<file path="config.mk">
export PLATFORM = sky130hd
export DESIGN_NAME = mdpf_framer
export DESIGN_NICKNAME = d
export VERILOG_FILES = /design/src/mdpf_pkg.sv /design/src/mdpf_fifo.sv /design/src/mdpf_uart.sv /design/src/mdpf_framer.sv
export SDC_FILE = /design/constraint.sdc
export NUM_CORES = 1
export LEC_CHECK = 0
export BUFFER_PORTS_ARGS = -buffer_cell sky130_fd_sc_hd__buf_4
export CAP_MARGIN = 20
export CORE_MARGIN = 8
export CORE_UTILIZATION = 45
export CTS_BUF_LIST = sky130_fd_sc_hd__clkbuf_4
export CTS_CLUSTER_SIZE = 10
export DETAILED_ROUTE_END_ITERATION = 6
export GPL_TIMING_DRIVEN = 0
export SYNTH_ARGS = -nofsm -noshare
export SYNTH_HDL_FRONTEND = slang
export SYNTH_SLANG_ARGS = --single-unit
</file>
<file path="constraint.sdc">
create_clock -name core_clk_i -period 13.4 [get_ports core_clk_i]
set_input_delay 1.34 -clock core_clk_i [delete_from_list [all_inputs] [get_ports core_clk_i]]
set_output_delay 1.34 -clock core_clk_i [all_outputs]
set_load 0.03 [all_outputs]
</file>
<file path="src/mdpf_pkg.sv">
/*
  Constants and types of the multidrop slave packet framer:
  framing bytes, codes, field layout, timing.
  Assumes a single 10 MHz core clock.
*/
package mdpf_pkg;

  // ----------------------------------------------------------------
  // Framing characters
  // ----------------------------------------------------------------
  localparam logic [7:0] MDPF_STX       = 8'h02;
  localparam logic [7:0] MDPF_CR        = 8'h0d;
  localparam logic [7:0] MDPF_ESC       = 8'h07;
  localparam logic [7:0] MDPF_ESC_STX   = 8'h30;  // Escape pair for 0x02
  localparam logic [7:0] MDPF_ESC_CR    = 8'h31;  // Escape pair for 0x0d
  localparam logic [7:0] MDPF_ESC_ESC   = 8'h32;  // Escape pair for 0x07
  localparam logic [3:0] MDPF_CK_BASE   = 4'h3;   // High nibble of a sum char

  // ----------------------------------------------------------------
  // Addresses
  // ----------------------------------------------------------------
  localparam logic [7:0] MDPF_ADDR_MIN  = 8'h10;
  localparam logic [7:0] MDPF_ADDR_MAX  = 8'hfe;
  localparam logic [7:0] MDPF_ADDR_EXT  = 8'hff;

  // ----------------------------------------------------------------
  // Command codes (upper nibble of the command/response byte)
  // ----------------------------------------------------------------
  localparam logic [3:0] MDPF_CMD_PROD_ID = 4'h3;
  localparam logic [3:0] MDPF_CMD_VERSION = 4'h4;
  localparam logic [3:0] MDPF_CMD_RESET   = 4'h5;
  localparam logic [3:0] MDPF_CMD_ACK_PF  = 4'h6;  // power_loss_acknowledge_cmd

  // Reply status codes, never zero in a reply
  localparam logic [2:0] MDPF_STS_OK      = 3'h1;
  localparam logic [2:0] MDPF_STS_BAD_CMD = 3'h2;

  // ----------------------------------------------------------------
  // Packet sizing
  // ----------------------------------------------------------------
  localparam logic [7:0] MDPF_MIN_LOGICAL = 8'h04;  // Addr, cmd, two sum chars
  localparam logic [7:0] MDPF_MAX_COUNT   = 8'hff;
  localparam logic [7:0] MDPF_ID_LEN      = 8'h02;  // Product id string length

  // ----------------------------------------------------------------
  // Timing
  // ----------------------------------------------------------------
  localparam int MDPF_CLK_HZ     = 10000000;
  localparam int MDPF_BAUD       = 9600;
  localparam int MDPF_BIT_CYCLES = MDPF_CLK_HZ / MDPF_BAUD;

  // Command/response byte layout
  typedef struct packed {
    logic [3:0] cmd;
    logic       unacked_reboot_flag;
    logic [2:0] status;   // reply_status_bit2 .. reply_status_bit0
  } mdpf_cmdrsp_t;

endpackage : mdpf_pkg

</file>
<file path="src/mdpf_fifo.sv">
/*
  Flip-flop FIFO with valid/ready on both sides.
  Assumes one clock and an async active-high reset.
*/
`timescale 1ns/10ps
module mdpf_fifo import mdpf_pkg::*; #(
  parameter int WIDTH = 8,
  parameter int DEPTH = 16
) (
  // Clock and reset
  input  wire logic             core_clk_i,
  input  wire logic             rst_i,
  // Fill side
  input  wire logic [WIDTH-1:0] in_data_i,
  input  wire logic             in_valid_i,
  output logic                  in_ready_o,
  // Drain side
  output logic [WIDTH-1:0]      out_data_o,
  output logic                  out_valid_o,
  input  wire logic             out_ready_i
);
  localparam int AW = $clog2(DEPTH);

  logic [WIDTH-1:0] mem_reg [DEPTH];
  logic [AW:0]      wr_ptr_reg;
  logic [AW:0]      rd_ptr_reg;
  wire              full  = (wr_ptr_reg[AW] != rd_ptr_reg[AW]) &&
                            (wr_ptr_reg[AW-1:0] == rd_ptr_reg[AW-1:0]);
  wire              empty = (wr_ptr_reg == rd_ptr_reg);
  wire              push  = in_valid_i && !full;
  wire              pop   = out_ready_i && !empty;

  assign in_ready_o  = !full;
  assign out_valid_o = !empty;
  assign out_data_o  = mem_reg[rd_ptr_reg[AW-1:0]];

  // Pointers carry one extra wrap bit so full and empty differ
  always_ff @(posedge core_clk_i or posedge rst_i) begin
    if (rst_i) begin
      wr_ptr_reg <= '0;
      rd_ptr_reg <= '0;
    end else begin
      if (push) wr_ptr_reg <= wr_ptr_reg + 1'b1;
      if (pop)  rd_ptr_reg <= rd_ptr_reg + 1'b1;
    end
  end

  // Storage has no reset; only written words are ever read
  always_ff @(posedge core_clk_i) begin
    if (push) mem_reg[wr_ptr_reg[AW-1:0]] <= in_data_i;
  end

endmodule : mdpf_fifo

</file>
<file path="src/mdpf_uart.sv">
/*
  Character receiver and transmitter, 8N1, LSB first.
  Assumes a line input synchronous to the core clock.
*/
`timescale 1ns/10ps
module mdpf_uart import mdpf_pkg::*; #(
  parameter int BIT_CYCLES = MDPF_BIT_CYCLES
) (
  // Clock and reset
  input  wire logic       core_clk_i,
  input  wire logic       rst_i,
  // Line
  input  wire logic       rx_i,
  output logic            tx_o,
  // Received characters
  output logic [7:0]      rx_data_o,
  output logic            rx_valid_o,
  // Characters to send
  input  wire logic [7:0] tx_data_i,
  input  wire logic       tx_valid_i,
  output logic            tx_ready_o,
  output logic            tx_busy_o
);
  localparam logic [15:0] BIT_LAST = 16'(BIT_CYCLES - 1);
  localparam logic [15:0] BIT_HALF = 16'(BIT_CYCLES / 2);

  // ----------------------------------------------------------------
  // Receiver
  // ----------------------------------------------------------------
  logic        rx_busy_reg;
  logic [15:0] rx_cnt_reg;
  logic [3:0]  rx_bit_reg;
  logic [7:0]  rx_sh_reg;
  logic        rx_valid_reg;
  wire         rx_tick = rx_busy_reg && (rx_cnt_reg == 16'h0000);

  assign rx_data_o  = rx_sh_reg;
  assign rx_valid_o = rx_valid_reg;

  // Sample mid-bit: start bit checked, eight data bits, stop bit
  always_ff @(posedge core_clk_i or posedge rst_i) begin
    if (rst_i) begin
      rx_busy_reg  <= 1'b0;
      rx_cnt_reg   <= 16'h0000;
      rx_bit_reg   <= 4'h0;
      rx_sh_reg    <= 8'h00;
      rx_valid_reg <= 1'b0;
    end else begin
      rx_valid_reg <= 1'b0;
      if (!rx_busy_reg) begin
        if (!rx_i) begin
          rx_busy_reg <= 1'b1;
          rx_cnt_reg  <= BIT_HALF;
          rx_bit_reg  <= 4'h0;
        end
      end else if (!rx_tick) begin
        rx_cnt_reg <= rx_cnt_reg - 16'h0001;
      end else begin
        rx_cnt_reg <= BIT_LAST;
        rx_bit_reg <= rx_bit_reg + 4'h1;
        if (rx_bit_reg == 4'h0 && rx_i) begin
          rx_busy_reg <= 1'b0; // Glitch, not a start bit
        end else if (rx_bit_reg == 4'h9) begin
          rx_busy_reg  <= 1'b0;
          rx_valid_reg <= rx_i; // Framing error drops char R01
        end else if (rx_bit_reg != 4'h0) begin
          rx_sh_reg <= {rx_i, rx_sh_reg[7:1]};
        end
      end
    end
  end

  // ----------------------------------------------------------------
  // Transmitter
  // ----------------------------------------------------------------
  logic [9:0]  tx_sh_reg;
  logic [15:0] tx_cnt_reg;
  logic [3:0]  tx_left_reg;
  logic        tx_line_reg;
  wire         tx_idle = (tx_left_reg == 4'h0);

  assign tx_ready_o = tx_idle;
  assign tx_busy_o  = !tx_idle;
  assign tx_o       = tx_line_reg;

  // Frame is stop, data, start; shifted out from the low end
  always_ff @(posedge core_clk_i or posedge rst_i) begin
    if (rst_i) begin
      tx_sh_reg   <= 10'h3ff;
      tx_cnt_reg  <= 16'h0000;
      tx_left_reg <= 4'h0;
      tx_line_reg <= 1'b1;
    end else if (tx_idle) begin
      tx_line_reg <= 1'b1;
      if (tx_valid_i) begin
        tx_sh_reg   <= {1'b1, tx_data_i, 1'b0};
        tx_left_reg <= 4'ha;
        tx_cnt_reg  <= 16'h0000;
      end
    end else if (tx_cnt_reg == 16'h0000) begin
      tx_line_reg <= tx_sh_reg[0];
      tx_sh_reg   <= {1'b1, tx_sh_reg[9:1]};
      tx_cnt_reg  <= BIT_LAST;
    end else begin
      tx_cnt_reg <= tx_cnt_reg - 16'h0001;
      if (tx_cnt_reg == 16'h0001) tx_left_reg <= tx_left_reg - 4'h1;
    end
  end

endmodule : mdpf_uart

</file>
<file path="src/mdpf_framer.sv">
/*
  Slave packet framer for a multidrop command protocol.
  Delimits and checks packets, answers built-in commands,
  reports every accepted command on the user side.
  Assumes a half-duplex transceiver whose driver follows tx_oe_o.
*/
// How it works
// Characters are 8N1, LSB first.
// STX opens, CR closes every packet.
// Order: STX, addr, cmd, data, two sums, CR.
// Each STX restarts assembly, discarding earlier bytes.
// Accept own address only; echo it back.
// Station addresses lie in 0x10 to 0xFE.
// Address 0xFF marks an extended address.
// Master sends flag and status as zero.
// Reply echoes command bits, nonzero status.
// Reply flag set until power-fail acknowledge.
// Reset command reboots to power-up state.
// Product query answers an ASCII id string.
// Command nibble, flag bit, three status bits.
// Sum mod 256, nibbles plus 0x30, high first.
// Escape 0x07 then 0,1,2; else invalid.
// Bad packets are dropped without reply.
// Drive the line only while replying.
`timescale 1ns/10ps
module mdpf_framer import mdpf_pkg::*; #(
  parameter int          BIT_CYCLES    = MDPF_BIT_CYCLES,
  parameter int          FIFO_DEPTH    = 16,
  parameter logic [15:0] PROD_ID_ASCII = 16'h3432  // Arbitrary id string
) (
  // Clock and reset
  input  wire logic       core_clk_i,
  input  wire logic       rst_i,
  // Half-duplex line
  input  wire logic       rx_i,
  output logic            tx_o,
  output logic            tx_oe_o,
  // Configuration
  input  wire logic [7:0] own_addr_i,
  // Accepted command report
  output logic            cmd_valid_o,
  output logic [3:0]      cmd_code_o,
  output logic [7:0]      cmd_len_o,
  // Status
  output logic            unacked_reboot_flag_o,
  output logic            reboot_o,
  output logic            rx_overrun_o
);

  // ----------------------------------------------------------------
  // Helpers
  // ----------------------------------------------------------------
  function automatic logic needs_stuff(input logic [7:0] b);
    needs_stuff = (b == MDPF_STX) || (b == MDPF_CR) || (b == MDPF_ESC);
  endfunction : needs_stuff

  function automatic logic [7:0] sum_char(input logic [3:0] nib);
    sum_char = {MDPF_CK_BASE, nib};
  endfunction : sum_char

  typedef enum logic [6:0] {
    ST_HUNT  = 7'b0000001,
    ST_ADDR  = 7'b0000010,
    ST_BODY  = 7'b0000100,
    ST_ESC   = 7'b0001000,
    ST_DROP  = 7'b0010000,
    ST_REPLY = 7'b0100000,
    ST_FLUSH = 7'b1000000
  } mdpf_state_t;

  // ----------------------------------------------------------------
  // Internal reset: power-on or reset command
  // ----------------------------------------------------------------
  logic soft_rst_reg;
  wire  blk_rst = rst_i | soft_rst_reg;  // Glitch-free: a flop drives it

  // ----------------------------------------------------------------
  // Character layer and receive buffer
  // ----------------------------------------------------------------
  logic [7:0] rx_byte;
  logic       rx_byte_valid;
  logic       fifo_in_ready;
  logic [7:0] rd_byte;
  logic       rd_valid;
  logic       rd_ready;
  logic [7:0] tx_byte;
  logic       tx_valid;
  logic       tx_ready;
  logic       tx_busy;

  mdpf_uart #(.BIT_CYCLES(BIT_CYCLES)) u_uart (
    .core_clk_i (core_clk_i),
    .rst_i      (blk_rst),
    .rx_i       (rx_i),
    .tx_o       (tx_o),
    .rx_data_o  (rx_byte),
    .rx_valid_o (rx_byte_valid),
    .tx_data_i  (tx_byte),
    .tx_valid_i (tx_valid),
    .tx_ready_o (tx_ready),
    .tx_busy_o  (tx_busy)
  );

  // Buffer soaks up characters while a reply is being sent
  mdpf_fifo #(.WIDTH(8), .DEPTH(FIFO_DEPTH)) u_fifo (
    .core_clk_i  (core_clk_i),
    .rst_i       (blk_rst),
    .in_data_i   (rx_byte),
    .in_valid_i  (rx_byte_valid),
    .in_ready_o  (fifo_in_ready),
    .out_data_o  (rd_byte),
    .out_valid_o (rd_valid),
    .out_ready_i (rd_ready)
  );

  // ----------------------------------------------------------------
  // Parser state
  // ----------------------------------------------------------------
  mdpf_state_t  state_reg;
  logic [7:0]   addr_reg;
  mdpf_cmdrsp_t cmd_reg;
  logic [7:0]   count_reg;
  logic [7:0]   sum_reg;
  logic [7:0]   prev1_reg;
  logic [7:0]   prev2_reg;
  logic         unacked_reg;
  logic         overrun_reg;
  logic         cmd_valid_reg;
  logic [7:0]   len_reg;
  logic         oe_reg;
  logic [3:0]   code_reg;

  // Parser stalls during a reply so the buffer can really fill
  wire parsing = !(state_reg inside {ST_REPLY, ST_FLUSH});
  assign rd_ready = parsing;
  wire take      = rd_valid && parsing;

  // Byte classification
  wire is_stx    = (rd_byte == MDPF_STX);
  wire is_cr     = (rd_byte == MDPF_CR);
  wire is_esc    = (rd_byte == MDPF_ESC);
  wire esc_ok    = (rd_byte >= MDPF_ESC_STX) && (rd_byte <= MDPF_ESC_ESC);
  wire [7:0] unstuffed = (rd_byte == MDPF_ESC_STX) ? MDPF_STX :
                         (rd_byte == MDPF_ESC_CR)  ? MDPF_CR  : MDPF_ESC;
  wire [7:0] logical   = (state_reg == ST_ESC) ? unstuffed : rd_byte;
  wire push      = take && !is_stx && !is_cr &&
                   ((state_reg == ST_BODY && !is_esc) ||
                    (state_reg == ST_ESC && esc_ok));

  // End-of-packet checks; the last two logical bytes are the sum chars
  wire [7:0] pay_sum  = sum_reg - prev1_reg - prev2_reg;
  wire sum_ok    = (prev2_reg == sum_char(pay_sum[7:4])) &&
                   (prev1_reg == sum_char(pay_sum[3:0]));
  wire addr_ok   = (addr_reg == own_addr_i) && (addr_reg != MDPF_ADDR_EXT) &&
                   (own_addr_i >= MDPF_ADDR_MIN) && (own_addr_i <= MDPF_ADDR_MAX);
  wire pkt_ok    = (count_reg >= MDPF_MIN_LOGICAL) && sum_ok && addr_ok;
  wire accept    = take && is_cr && (state_reg == ST_BODY) && pkt_ok;

  // ----------------------------------------------------------------
  // Reply assembly
  // ----------------------------------------------------------------
  logic [7:0] idx_reg;
  logic       esc_pend_reg;
  logic       rst_cmd_reg;

  wire [7:0] rep_len   = (cmd_reg.cmd == MDPF_CMD_PROD_ID) ? MDPF_ID_LEN : 8'h00;
  wire       builtin   = (cmd_reg.cmd inside {MDPF_CMD_PROD_ID, MDPF_CMD_RESET,
                                              MDPF_CMD_ACK_PF});
  wire [2:0] rep_sts   = builtin ? MDPF_STS_OK : MDPF_STS_BAD_CMD;
  // Command nibble echoed, flag from reset history, status never zero
  wire [7:0] rep_cmd   = {cmd_reg.cmd, unacked_reg, rep_sts};
  wire [7:0] rep_sum   = addr_reg + rep_cmd +
                         ((rep_len != 8'h00) ?
                          (PROD_ID_ASCII[15:8] + PROD_ID_ASCII[7:0]) : 8'h00);
  wire [7:0] idx_ck1   = 8'h03 + rep_len;
  wire [7:0] idx_last  = 8'h05 + rep_len;

  // Logical item at the current index: STX, addr, cmd, data, sums, CR
  wire [7:0] item = (idx_reg == 8'h00)       ? MDPF_STX :
                    (idx_reg == 8'h01)       ? addr_reg :
                    (idx_reg == 8'h02)       ? rep_cmd  :
                    (idx_reg == 8'h03 && rep_len != 8'h00) ? PROD_ID_ASCII[15:8] :
                    (idx_reg == 8'h04 && rep_len != 8'h00) ? PROD_ID_ASCII[7:0] :
                    (idx_reg == idx_ck1)     ? sum_char(rep_sum[7:4]) :
                    (idx_reg == idx_last - 8'h01) ? sum_char(rep_sum[3:0]) :
                    MDPF_CR;
  wire in_payload = (idx_reg != 8'h00) && (idx_reg < idx_ck1);
  wire stuff      = in_payload && needs_stuff(item);
  wire [7:0] esc_sub = (item == MDPF_STX) ? MDPF_ESC_STX :
                       (item == MDPF_CR)  ? MDPF_ESC_CR  : MDPF_ESC_ESC;

  assign tx_valid = (state_reg == ST_REPLY);
  assign tx_byte  = esc_pend_reg ? esc_sub : (stuff ? MDPF_ESC : item);
  wire   tx_take  = tx_valid && tx_ready;

  // ----------------------------------------------------------------
  // Parser and reply sequencer
  // ----------------------------------------------------------------
  always_ff @(posedge core_clk_i or posedge blk_rst) begin
    if (blk_rst) begin
      state_reg    <= ST_HUNT;
      addr_reg     <= 8'h00;
      cmd_reg      <= '0;
      count_reg    <= 8'h00;
      sum_reg      <= 8'h00;
      prev1_reg    <= 8'h00;
      prev2_reg    <= 8'h00;
      idx_reg      <= 8'h00;
      esc_pend_reg <= 1'b0;
      rst_cmd_reg  <= 1'b0;
    end else if (take && is_stx) begin
      state_reg <= ST_ADDR;
      count_reg <= 8'h00;
      sum_reg   <= 8'h00;
    end else if (take && is_cr) begin
      state_reg   <= accept ? ST_REPLY : ST_HUNT;
      idx_reg     <= 8'h00;
      rst_cmd_reg <= (cmd_reg.cmd == MDPF_CMD_RESET);
    end else if (take) begin
      case (state_reg)
        ST_ADDR: begin
          addr_reg  <= rd_byte;
          sum_reg   <= rd_byte;
          count_reg <= 8'h01;
          state_reg <= ST_BODY;
        end
        ST_BODY: begin
          if (is_esc) state_reg <= ST_ESC;
        end
        ST_ESC: begin
          state_reg <= esc_ok ? ST_BODY : ST_DROP;
        end
        default: state_reg <= state_reg;
      endcase
      if (push) begin
        sum_reg   <= sum_reg + logical;
        prev1_reg <= logical;
        prev2_reg <= prev1_reg;
        count_reg <= count_reg + 8'h01;
        if (count_reg == 8'h01) cmd_reg <= logical;
        if (count_reg == MDPF_MAX_COUNT) state_reg <= ST_DROP;
      end
    end else if (tx_take) begin
      esc_pend_reg <= stuff && !esc_pend_reg;
      if (!stuff || esc_pend_reg) begin
        idx_reg <= idx_reg + 8'h01;
        if (idx_reg == idx_last) state_reg <= ST_FLUSH;
      end
    end else if (state_reg == ST_FLUSH && !tx_busy) begin
      state_reg <= ST_HUNT;
    end
  end

  // Reboot after the reply to a reset command has left the line
  always_ff @(posedge core_clk_i or posedge rst_i) begin
    if (rst_i) begin
      soft_rst_reg <= 1'b0;
    end else begin
      soft_rst_reg <= (state_reg == ST_FLUSH) && !tx_busy && rst_cmd_reg;
    end
  end

  // Flag survives until acknowledged; any reboot sets it again
  always_ff @(posedge core_clk_i or posedge blk_rst) begin
    if (blk_rst) begin
      unacked_reg <= 1'b1;
    end else if (accept && cmd_reg.cmd == MDPF_CMD_ACK_PF) begin
      unacked_reg <= 1'b0;
    end
  end

  // ----------------------------------------------------------------
  // User-side reports and line enable
  // ----------------------------------------------------------------
  always_ff @(posedge core_clk_i or posedge blk_rst) begin
    if (blk_rst) begin
      cmd_valid_reg <= 1'b0;
      len_reg       <= 8'h00;
      code_reg      <= 4'h0;
      overrun_reg   <= 1'b0;
      oe_reg        <= 1'b0;
    end else begin
      // Master flag and status bits are ignored
      cmd_valid_reg <= accept;
      if (accept) len_reg <= count_reg - MDPF_MIN_LOGICAL;
      if (accept) code_reg <= cmd_reg.cmd;
      if (rx_byte_valid && !fifo_in_ready) overrun_reg <= 1'b1;
      // Driver on for the whole reply, off once the last stop bit ends
      oe_reg <= (state_reg == ST_REPLY) || (state_reg == ST_FLUSH && tx_busy);
    end
  end

  assign cmd_valid_o           = cmd_valid_reg;
  assign cmd_code_o            = code_reg;
  assign cmd_len_o             = len_reg;
  assign unacked_reboot_flag_o = unacked_reg;
  assign reboot_o              = soft_rst_reg;
  assign rx_overrun_o          = overrun_reg;
  assign tx_oe_o               = oe_reg;

endmodule : mdpf_framer

</file>
# [Yosys cells after proc, flatten, opt, wreduce, memory -nomap -nowiden]
# Memory sizes are Yosys's and may differ from the RTL's.
# Cells that the tools add are included.
[word_totals] mem_bits_rw=128 mem_count=1 input_bits=11 out_inout_bits=18 regBits=149
[memory_table] memory="u_fifo.mem_reg" words=16 width=8 rd=1 rd_ports_with_merged_regs=0 write_ports=1 line_no="mdpf_fifo.sv:24" text="logic [WIDTH-1:0] mem_reg [DEPTH];"
[op_classes] mux=73 n_eq_ne=42 bitwise=6 magnitude_cmp=6 n_reduce_logical=75 add_sub_neg=17
[ops] cell="$mux 8" count=20
[ops] cell="$mux 16" count=6
[ops] cell="$mux 7" count=11
[ops] cell="$mux 4" count=9
[ops] cell="$eq 8x2->1 const B" count=4
[ops] cell="$logic_and 1x1->1" count=32
[ops] cell="$logic_not 16->1" count=2
[ops] cell="$sub 16x1->16 const B" count=2
[ops] cell="$mux 10" count=3
[ops] cell="$mux 6" count=5
[ops] cell="$eq 8x3->1 const B" count=3
[ops] cell="$pmux 7 s3" count=1
[ops] cell="$add 8x1->8 const B" count=2
[ops] cell="$add 8x8->8" count=2
[ops] cell="$eq 16x1->1 const B" count=1
[ops] cell="$eq 8x1->1 const B" count=2
[ops] cell="$eq 8x4->1 const B" count=2
[ops] cell="$eq 8x6->1" count=2
[ops] cell="$eq 8x6->1 const B" count=2
[ops] cell="$eq 8x8->1" count=2
[ops] cell="$reduce_and 4->1" count=4
[ops] cell="$reduce_bool 8->1" count=2
[ops] cell="$sub 8x8->8" count=2
[ops] cell="$mux 1" count=13
[ops] cell="other kinds (47)" count=85

# [Longest topological paths before layout]
# Gate-level depths: netlist of the first run.
[logic_depth] ltp_word=23 ltp_mapped=22

# [By module]
# From an unflattened synthesis of the first run, not the netlist that was laid out.
[unflattened] hier_cells=1269 area_unflattened_um2=14715.4
[modules_own_cells] mod="mdpf_framer" cells_per_inst=664 area_per_inst_um2=5835.6 n_inst=1
[modules_own_cells] mod="mdpf_fifo" cells_per_inst=285 area_per_inst_um2=5604.1 n_inst=1
[modules_own_cells] mod="mdpf_uart" cells_per_inst=320 area_per_inst_um2=3275.6 n_inst=1

# [Least setup slack after synthesis of the first run]
# No wires, ideal clock.
[synth_path] path_kind="reg-to-reg" from="reg u_fifo.rd_ptr_reg[0]" to="reg sum_reg[7]" period_less_slack_ns=4.050 path_buffers=4 path_slack_ns=9.350 path_stages_with_launch=22 t_required_ns=13.274 arrival_ns=3.924 setup_ns=0.126 path_cell_list="dfrtp_1 -> buf_6 -> buf_12 -> buf_2 -> buf_4 -> mux2i_1 -> nand3_1 -> o31ai_2 -> o21ai_0 -> a2111oi_2 -> o21ai_0 -> o21a_1 -> nor2_1 -> inv_1 -> ha_1 -> a21o_1 -> a21oi_1 -> o21bai_1 -> a21oi_1 -> o21ai_0 -> xnor2_1 -> a221o_1"
[synth_between] elab_chain_len=10
[synth_lines] element="start, declared" line_no="mdpf_fifo.sv:26" text="logic [AW:0] rd_ptr_reg;"
[synth_lines] element="start signal, assigned" line_no="mdpf_fifo.sv:44" text="if (pop) rd_ptr_reg <= rd_ptr_reg + 1'b1;"
[synth_lines] element="$mem_v2 16x8 *"
[synth_lines] element="$eq 8x6->1" line_no="mdpf_framer.sv:144" text="(rd_byte == MDPF_ESC_CR) ? MDPF_CR : MDPF_ESC;"
[synth_lines] element="$mux 4" line_no="mdpf_framer.sv:144"
[synth_lines] element="$mux 4" line_no="mdpf_framer.sv:143" text="wire [7:0] unstuffed = (rd_byte == MDPF_ESC_STX) ? MDPF_STX :"
[synth_lines] element="$mux 8 *" line_no="mdpf_framer.sv:145" text="wire [7:0] logical = (state_reg == ST_ESC) ? unstuffed : rd_byte;"
[synth_lines] element="via logical[1]" line_no="mdpf_framer.sv:145"
[synth_lines] element="$add 8x8->8 *" line_no="mdpf_framer.sv:236" text="sum_reg <= sum_reg + logical;"
[synth_lines] element="$mux 8 *" line_no="mdpf_framer.sv:235" text="if (push) begin"
[synth_lines] element="$mux 8 *" line_no="mdpf_framer.sv:219" text="end else if (take) begin"
[synth_lines] element="$mux 8 *" line_no="mdpf_framer.sv:215" text="end else if (take && is_cr) begin"
[synth_lines] element="$mux 8 *" line_no="mdpf_framer.sv:211" text="end else if (take && is_stx) begin"
[synth_lines] element="end signal, assigned" line_no="mdpf_framer.sv:223" text="sum_reg <= rd_byte;"
[synth_lines] element="end signal, assigned" line_no="mdpf_framer.sv:236"
[synth_lines] element="end, declared" line_no="mdpf_framer.sv:123" text="logic [7:0] sum_reg;"
# Mark *: on every way through the listed nets, which the timed path passes. The rest lies on a longest branch. The select of a mux whose other input is x is not followed.
# A chain may end at the register's enable or synchronous reset.

# [Worst setup path in the final report of the first run]
[layout_path] from="reg u_fifo.rd_ptr_reg[2]" to="reg sum_reg[6]"
[layout_rtl] element="$mem_v2 16x8 *"
[layout_rtl] element="$eq 8x6->1" line_no="mdpf_framer.sv:143"
[layout_rtl] element="$mux 4" line_no="mdpf_framer.sv:143"
[layout_rtl] element="$mux 8 *" line_no="mdpf_framer.sv:145"
[layout_rtl] element="via logical[0]" line_no="mdpf_framer.sv:145"
[layout_rtl] element="$add 8x8->8 *" line_no="mdpf_framer.sv:236"
[layout_rtl] element="$mux 8 *" line_no="mdpf_framer.sv:235"
[layout_rtl] element="$mux 8 *" line_no="mdpf_framer.sv:219"
[layout_rtl] element="$mux 8 *" line_no="mdpf_framer.sv:215"
[layout_rtl] element="$mux 8 *" line_no="mdpf_framer.sv:211"
# Marks and branches as above.

==> run metrics, run 1 <==
status=complete, but fails checks; violated checks=DRC; clock buffer count from CTS=77; P per Cell Area=132 nW/um2; most frequent cells in the layout=dfrtp_1 (136), nand2_1 (131), edfxtp_1 (128); Async S/R FF share, synth=53.6%; first-pass GRT wire length=57500 um; final setup skew=0.0567 ns; Clock Tree Buf Depth=3; TritonCTS clock tree=yes; initial antenna violation count=1; Main synth FF type=dfrtp_1; crit path kind=flop to flop; Max Cap Violations=0; CTS clk-pin slew, worst paths=0.06 ns; core area=32500 um2; top post-synthesis cells by area=edfxtp_1 (26%), dfrtp_1 (23%), ha_1 (4.5%); CTS Hold Bufs=0; DRC errors left=3; leading cell type in the layout, fill and taps excluded=dfrtp_1; die area=38900 um2; highest routed layer=met4; Hold Path Class=flop to asynchronous set/reset pin; FILL cells=2916; Site Rows=66; nets@finish=1501; Setup crit start kind=flop; Hold Vio Cnt, Final=0; crit path time final=5.36 ns; Largest register FFs=128; gr ovfl total=0; Met3 Wirelength=1950 um; placed wire-length estimate=25200 um; Starting Density=45.6%; Pins Over Slew Limit=0; post-synth top area cell=edfxtp_1; Clk Latency, worst-skew pair=0.72 ns; Fmax=0.187 GHz; Yosys warnings=0; reg-to-reg slack, setup=8.04 ns; Avg WL per Cell=18.3 um; vias in the first global route=10700; number of synthesized flops with an enable pin=128; Fin Hold WS=0.449 ns; Final setup viols=0; leakage power=0.00689 uW; Port Buffers=28; peak supply drop=0.0883 mV; DR vias=10700; CP max FO=10; final worst path period share=40.0%; Slew @ Worst Pin=1.04 ns; Worst EP required=13.96 ns; Die Y-Extent=197 um; htree depth=3; routability cong.=0.877; routed wl met2=16600 um; setup TNS=0 ns; relative slew slack=30.5%; Synth Register Bits=276; final WL=35200 um; Global Route Usage Sum=18.7%; root buf cell=clkbuf_4; Multi-input gate area=6710 um2; Worst setup EP type=flop; post-CTS setup buffers=0; largest net degree at the start of global routing=32; synthesis-to-finish area growth=12.4%; Core Util, Final=51.2%; average size of a mapped cell=11.3 um2; via/cell ratio=5.56; Critical Path AT=5.91 ns; synth unique cells=93; Final ANT Viol Nets=0; chip width=197 um; Seq/Total Area, Yosys=51.1%; DR iter-0 viols=739; Synth top area share=26.0%; Mapped Area=14800 um2; RSZ-0062 raised after global routing=false; Synthesized Nets=1389; Resized Gates After CTS=0; Sink Count=276; register area=7560 um2; Post-Synthesis Cells=1314; 1st-pass router iterations=7; met1 WL=15700 um; num ports=29; layout cells sized above 1=17.8%
==> final cells by class <==
type                            count  area share, %
Inverter                           68           1.54
Clock buffer                      105           4.74
Antenna cell                        1         0.0151
Timing Repair Buffer               33           1.96
Buffer                             53           1.72
Sequential cell                   276           45.5
Clock inverter                     26          0.798
Tap cell                          442           3.33
Multi-Input combinational cell    917           40.4
==> cells in the mapped netlist, types with 12 or more instances <==
cell / count
inv_1: 67
nand3_1: 35
nor2_1: 88
dfrtp_1: 136
xnor2_1: 44
mux2_2: 33
nor4_1: 14
dfstp_2: 12
nor3_1: 38
a21oi_1: 49
nor2b_1: 16
o21ai_0: 84
nand2b_1: 12
mux4_2: 16
xor2_1: 19
and2_1: 14
edfxtp_1: 128
nand4_1: 17
mux2i_1: 26
ha_1: 53
nand2_1: 131
clkbuf_1: 33
==> final timing paths <==
check                                startpoint             endpoint  cells after the start
setup / recovery           u_fifo.rd_ptr_reg[2]           sum_reg[6]                     19
hold / removal                         reboot_o           idx_reg[2]                      1
setup reg to reg           u_fifo.rd_ptr_reg[2]           sum_reg[6]                     19
hold reg to reg                        reboot_o           idx_reg[2]                      1
max in group asynchronous                 rst_i  u_uart.tx_sh_reg[8]                      6
min in group core_clk_i            rx_overrun_o         rx_overrun_o                      1
==> metrics by stage <==
stage                     instance area (um2)  setup slack [ns]  total power, uW  instances
after floorplan                         14800              3.38             1340       1314
after global placement                  15500            -0.998             1470       1784
after detailed placement                15700              8.18             1480       1789
after CTS                               16600              8.11             2230       1920
after global routing                    16600              7.63             2330       1921
final                                   16600              8.04             2200       1921
==> critical path, cell delays in order, from the launching register on <==
cell and delay (ns):
dfrtp_1 0.33, buf_2 0.27, clkbuf_1 0.60, mux4_1 0.44, mux2_2 0.33, a222oi_1 0.72
nor2_1 0.12, o21ai_0 0.17, nor3_1 0.14, o21ai_0 0.40, ha_1 0.27, inv_1 0.06
fa_1 0.41, inv_1 0.07, a21oi_1 0.06, o21bai_1 0.20, a21o_1 0.14, a21oi_1 0.07
xnor2_1 0.13, a221o_1 0.29
==> metal layers <==
metal	vias to the layer above	global-route usage, %
met5	-	0
met4	0	7.86
met3	69	4.31
met2	299	30.4
met1	5199	23.7
li1	5113	-
==> kinds of logic after synthesis <==
logic type	count (synthesis)	share of synthesized area (%)
and+or+nand+nor	429	14.5
DFF	276	51.1
AOI/OAI and AO/OA	276	12.9
xor gates and xnor gates	63	3.73
buffers and inverters	121	3.67
muxes	85	8.08
adders and majority gates	64	5.97
==> where the power goes <==
| group | leakage [uW] | internal [uW] | total [uW] | switching (uW) |
|---|---|---|---|---|
| combinational | 0.00318 | 208 | 510 | 302 |
| sequential | 0.00316 | 916 | 958 | 41.9 |
| clock | 0.000550 | 381 | 729 | 348 |
| total | 0.00689 | 1510 | 2200 | 691 |
Power figures use the tool's default switching activity.
==> inputs of run 2 (changes only) <==
clock period = 4.55 ns   (was 13.4 ns; I/O delays follow)
==> run 2 against run 1 <==
The run now ends clean. Die area stayed put. Register-to-register slack got worse by 7.8 ns. Worst hold slack got worse by 0.37 ns. Combinational power rose to 3.2 times the previous value. Clock skew down 0.022 ns. Via count is 0.66% higher. Non-clock buffer count is 14 higher. Critical path depth fell by 4. Sequential share of layout area decreased by 0.77 points. Critical path type unchanged.
==> run metrics, run 2 (synthesized netlist as in run 1, its figures left out) <==
Pins Over Slew Limit=0 (unchanged); Hold Vio Cnt, Final=0 (unchanged); initial antenna violation count=1 (unchanged); leakage power=0.00702 uW (was 0.00689 uW); first-pass GRT wire length=57900 um (was 57500 um); crit path time final=4.33 ns (was 5.36 ns); Worst Hold Path EP=u_uart.rx_bit_reg[3]; Fin Hold WS=0.0791 ns (was 0.449 ns); reg-to-reg slack, setup=0.22 ns (was 8.04 ns); root buf cell=clkbuf_4 (unchanged); reg2reg start=cmd_reg[5] (was u_fifo.rd_ptr_reg[2]); num ports=29 (unchanged); synthesis-to-finish area growth=14.4% (was 12.4%); Final setup viols=0 (unchanged); Port Buffers=28 (unchanged); Clock Tree Buf Depth=3 (unchanged); Core Util, Final=52.1% (was 51.2%); vias in the first global route=10800 (was 10700); critical-path cell list=inv_1 > or4_4 > inv_4 > ha_1 > ha_1 > a21o_1 > a2111oi_1 > nor3b_1 > o22ai_2 > o21ai_0 > a2111o_1 > a21oi_2 > buf_4 > nor2_1 > a211o_1 (was buf_2 > clkbuf_1 > mux4_1 > mux2_2 > a222oi_1 > nor2_1 > o21ai_0 > nor3_1 > o21ai_0 > ha_1 > inv_1 > fa_1 > inv_1 > a21oi_1 > o21bai_1 > a21o_1 > a21oi_1 > xnor2_1 > a221o_1); Setup crit start kind=flop (unchanged); layout cells sized above 1=20.6% (was 17.8%); CP top delay family=compound AO/OA/AOI/OAI gates (unchanged); CP max FO=12 (was 10); Global Route Usage Sum=18.6% (was 18.7%); Max Cap Violations=0 (unchanged); die area=38900 um2 (unchanged); Clk Latency, worst-skew pair=0.69 ns (was 0.72 ns); Slew @ Worst Pin=1.04 ns (about the same); clock buffer count from CTS=76 (was 77); Critical Path AT=4.89 ns (was 5.91 ns); DRC errors left=0 (was 3); chip width=197 um (unchanged); HP Start=rx_i; leading cell type in the layout, fill and taps excluded=dfrtp_1 (unchanged); Crit-path slowest cell=or4_4 (was a222oi_1); via/cell ratio=5.55 (was 5.56); most frequent cells in the layout=dfrtp_1 (133), nand2_1 (131), edfxtp_1 (128) (was dfrtp_1 (136), nand2_1 (131), edfxtp_1 (128)); Worst setup EP type=flop (unchanged); Worst Path Buf+Inv=3 (was 4); status=finished, final reports clean (was complete, but fails checks); Site Rows=66 (unchanged); Sink Count=276 (unchanged); core area=32500 um2 (unchanged); Hold Path Class=input pin to flop (was flop to asynchronous set/reset pin); R2R cell count=15 (was 19); DR iter-0 viols=774 (was 739); final WL=35700 um (was 35200 um); Fmax=0.231 GHz (was 0.187 GHz); placed wire-length estimate=25400 um (was 25200 um); Hold Path Depth=3; crit path kind=flop to flop (unchanged); CTS clk-pin slew, worst paths=0.06 ns (about the same); Starting Density=45.6% (unchanged); final setup skew=0.0348 ns (was 0.0567 ns); P per Cell Area=395 nW/um2 (was 132 nW/um2); relative slew slack=30.2% (was 30.5%); final worst path period share=95.2% (was 40.0%); DR vias=10800 (was 10700); largest net degree at the start of global routing=32 (unchanged); WP depth=15 (was 19); Die Y-Extent=197 um (unchanged); most used cell, CP=ha_1; 1st-pass router iterations=5 (was 7); Largest register FFs=128 (unchanged); peak supply drop=0.211 mV (was 0.0883 mV); gr ovfl total=0 (unchanged); routability cong.=0.897 (was 0.877); CP max stage delay=0.56 ns (was 0.72 ns); Worst EP required=5.11 ns (was 13.96 ns); htree depth=3 (unchanged); nets@finish=1514 (was 1501); Avg WL per Cell=18.4 um (was 18.3 um); TritonCTS clock tree=yes (unchanged); FF-to-FF End=state_reg[6] (was sum_reg[6]); Final ANT Viol Nets=0 (unchanged)
==> run 2: area by class of cell <==
class	count	area, um2
Inverter	68	258
Timing Repair Buffer	47	450
Buffer	53	322
Antenna cell	1	2.50
Sequential cell	276	7570
Clock buffer	115	863
Multi-Input combinational cell	917	6790
Fill cell	2942	15500
Tap cell	442	553
Clock inverter	17	104
==> run 2: layer usage <==
metal | up-vias | track usage (%) | share of wire [%]
met5 | - | 0 | 0
met4 | 0 | 7.44 | 2.0
met3 | 44 | 3.44 | 4.3
met2 | 238 | 30.3 | 48
met1 | 5304 | 24.4 | 46
li1 | 5165 | - | -
==> run 2: repair_timing <==
item | in CTS | in global routing
resized for setup | 20 | 21
buffers inserted | 2 | 10
endpoints found under the hold margin | 38 | 0
hold buffers | 1 | 0
pin swaps | 2 | 6
endpoints found under the setup margin | 11 | 16
==> run 2: worst min-delay path, stage by stage <==
cell	delay (ns)
buf_4	0.14
nand2_1	0.05
o21ai_0	0.06
==> run 2: per-stage QoR <==
| stage | worst slack [ns] | setup TNS (ns) | instances | total power [uW] | instance area [um2] |
|---|---|---|---|---|---|
| 6_report | 0.218 | 0 | 1936 | 6680 | 16900 |
| 5_1_grt | -0.0153 | -0.0255 | 1936 | 7050 | 16900 |
| 4_1_cts | 0.00183 | 0 | 1925 | 6640 | 16800 |
| 3_5_place_dp | -0.526 | -1.76 | 1790 | 4330 | 15700 |
| 3_3_place_gp | -0.594 | -41.48 | 1784 | 4290 | 15600 |
| 2_1_floorplan | 0.500 | 0 | 1314 | 3930 | 14800 |
==> run 2: how the worst max path moves through the flow <==
stage                    startpoint  slack (ns)           end
2_1_floorplan  u_fifo.rd_ptr_reg[0]        0.50    sum_reg[7]
3_3_place_gp   u_fifo.rd_ptr_reg[2]       -0.59    sum_reg[6]
3_5_place_dp   u_fifo.rd_ptr_reg[2]       -0.53    sum_reg[6]
5_1_grt                  cmd_reg[5]       -0.02  state_reg[6]
6_report                 cmd_reg[5]        0.22  state_reg[6]
4_1_cts                  cmd_reg[6]       0.002  state_reg[6]
==> run 2: where the power goes <==
group          switching [uW]  internal, uW  leakage (uW)  total (uW)
clock network            1020          1210      0.000576        2230
logic                     919           713       0.00327        1630
registers                 122          2700       0.00317        2820
==> inputs of run 3 (changes only) <==
CTS_BUF_LIST = sky130_fd_sc_hd__clkbuf_16   (was sky130_fd_sc_hd__clkbuf_4)
==> run 3 against run 2 <==
Non-clock buffer count fell by 3. Worst setup slack worse by 0.027 ns. Clock power grew 8%. Worst hold slack improved by 0.14 ns. Core utilization is essentially flat. Total power is 2.2% higher. Via count decreased by 2.1%. Maximum frequency down 0.63%. Final cell count fell by 3.9%. Flip-flop and latch count is the same. Highest routed layer unchanged.
==> run metrics, run 3 (synthesized netlist as in run 1, its figures left out) <==
Critical Path AT=4.75 ns (was 4.89 ns); Port Buffers=28 (unchanged); Switch Pwr=2060 uW (about the same); Post-Place Setup Slack=-0.526 ns (unchanged); Max Cap Violations=0 (unchanged); Final ANT Viol Nets=0 (unchanged); DR iter-0 viols=744 (was 774); Clock Tree Buf Depth=3 (unchanged); Pins Over Slew Limit=0 (unchanged); P per Cell Area=404 nW/um2 (was 395 nW/um2); Slew @ Worst Pin=1.06 ns (was 1.04 ns); Setup crit start kind=flop (unchanged); status=finished, final reports clean (unchanged); CTS clk-pin slew, worst paths=0.06 ns (about the same); Worst setup EP type=flop (unchanged); nets@finish=1469 (was 1514); # placed instances=1790 (unchanged); Flop pwr share=41.3% (was 42.2%); Core Util, Final=52.1% (about the same); design area=16900 um2 (about the same); antenna fix cells=0 (was 1); Worst Path Buf+Inv=3 (unchanged); clock share of power=35.3% (was 33.4%); routability cong.=0.897 (unchanged); crit path time final=4.36 ns (was 4.33 ns); switching fraction of total power=30.1% (was 30.9%); CP max stage delay=0.55 ns (was 0.56 ns); largest net degree at the start of global routing=32 (unchanged); setup TNS=0 ns (unchanged); peak supply drop=0.323 mV (was 0.211 mV); DR vias=10500 (was 10800); leading cell type in the layout, fill and taps excluded=dfrtp_1 (unchanged); Sink Count=276 (unchanged); core area=32500 um2 (unchanged); final worst path period share=95.8% (was 95.2%); clock buffer count from CTS=34 (was 76); DRC errors left=0 (unchanged); root buf cell=clkbuf_16 (was clkbuf_4); placed inst area=15700 um2 (unchanged); Worst EP required=4.94 ns (was 5.11 ns); placed wire-length estimate=25400 um (unchanged); gr ovfl total=0 (unchanged); Avg WL per Cell=19.0 um (was 18.4 um); Largest register FFs=128 (unchanged); most used cell, CP=ha_1 (unchanged); relative slew slack=29.4% (was 30.2%); vias in the first global route=10400 (was 10800); RSZ-0062 raised after global routing=false; Hold Path Class=input pin to flop (unchanged); via/cell ratio=5.66 (was 5.55); CP max FO=12 (unchanged); Final setup viols=0 (unchanged); Starting Density=45.6% (unchanged); initial antenna violation count=0 (was 1); fin cells=1860 (was 1936); layout cells sized above 1=15.4% (was 20.6%); chip width=197 um (unchanged); 1st-pass router iterations=5 (unchanged); die area=38900 um2 (unchanged); Crit-path slowest cell=or4_4 (unchanged); CP top delay family=compound AO/OA/AOI/OAI gates (unchanged); final setup skew=0.0235 ns (was 0.0348 ns); Die Y-Extent=197 um (unchanged); final WL=35400 um (was 35700 um); Int Pwr=4770 uW (was 4620 uW); Global Route Usage Sum=18.3% (was 18.6%); Clk Latency, worst-skew pair=0.52 ns (was 0.69 ns); htree depth=2 (was 3); num ports=29 (unchanged); crit path kind=flop to flop (unchanged); Hold Vio Cnt, Final=0 (unchanged); TritonCTS clock tree=yes (unchanged); first-pass GRT wire length=57000 um (was 57900 um); most frequent cells in the layout=dfrtp_1 (133), nand2_1 (131), edfxtp_1 (128) (unchanged); leakage power=0.00697 uW (was 0.00702 uW); synthesis-to-finish area growth=14.3% (was 14.4%); Site Rows=66 (unchanged); critical-path cell list=inv_1 > or4_4 > clkinv_2 > ha_1 > ha_1 > a21o_1 > a2111oi_1 > nor3b_1 > o22ai_2 > o21ai_0 > a2111o_1 > a21oi_2 > buf_4 > nor2_1 > a211o_1 (was inv_1 > or4_4 > inv_4 > ha_1 > ha_1 > a21o_1 > a2111oi_1 > nor3b_1 > o22ai_2 > o21ai_0 > a2111o_1 > a21oi_2 > buf_4 > nor2_1 > a211o_1); Comb pwr share=23.4% (was 24.4%); Fmax=0.229 GHz (was 0.231 GHz); final setup margin=0.190 ns (was 0.218 ns)
## run 3: final timing paths
path | startpoint | slack [ns] | cells past startpoint | end
setup / recovery | cmd_reg[5] | 0.19 | 15 | state_reg[6]
hold / removal | rx_i | 0.22 | 3 | u_uart.rx_valid_o
setup reg to reg | cmd_reg[5] | 0.19 | 15 | state_reg[6]
hold reg to reg | reboot_o | 0.43 | 2 | idx_reg[6]
max in group asynchronous | rst_i | 3.33 | 6 | cmd_len_o[7]
min in group asynchronous | rst_i | 0.36 | 3 | reboot_o
## run 3: power by group through the flow
stage                     clock, uW  sequential (uW)  combinational [uW]
after detailed placement          0             2860                1470
after global routing           2570             2840                1730
final                          2410             2820                1600
after global placement            0             2860                1430
after CTS                      2470             2820                1510
after floorplan                   0             2830                1100
## run 3: repair_timing
item                                   CTS  global route
pin swaps                                2             6
hold buffers                             1             0
endpoints found under the hold margin    1             0
gates resized for setup                 20            20
buffers inserted                         2             7
setup endpoints to repair               12            15
gates cloned                             0             0
## run 3: layout make-up
| class | count | area [um2] |
|---|---|---|
| fill | 2916 | 15600 |
| clock buffer | 35 | 876 |
| timing repair buffer | 44 | 415 |
| buffer | 53 | 322 |
| sequential | 276 | 7570 |
| inverter | 68 | 256 |
| tap | 442 | 553 |
| clock inverter | 25 | 119 |
| multi-input combinational | 917 | 6790 |
## run 3: metal layers
| layer | vias up | wire length, um | GRT usage, % |
|---|---|---|---|
| met5 | - | 0 | 0 |
| met4 | 0 | 871 | 5.52 |
| met3 | 55 | 1640 | 2.59 |
| met2 | 220 | 16800 | 30.3 |
| met1 | 5236 | 16100 | 24.6 |
| li1 | 5014 | - | - |
## run 3: through the flow
step                      hold slack, ns  total power, uW
after global routing               0.242             7130
after CTS                          0.204             6810
final                              0.222             6830
after detailed placement           0.323             4330
after global placement             0.319             4290
after floorplan                    0.184             3930
## run 3: tightest hold or removal path: stages
cell and delay, ns:
buf_4 0.14, nand3_1 0.07, nor3_1 0.04
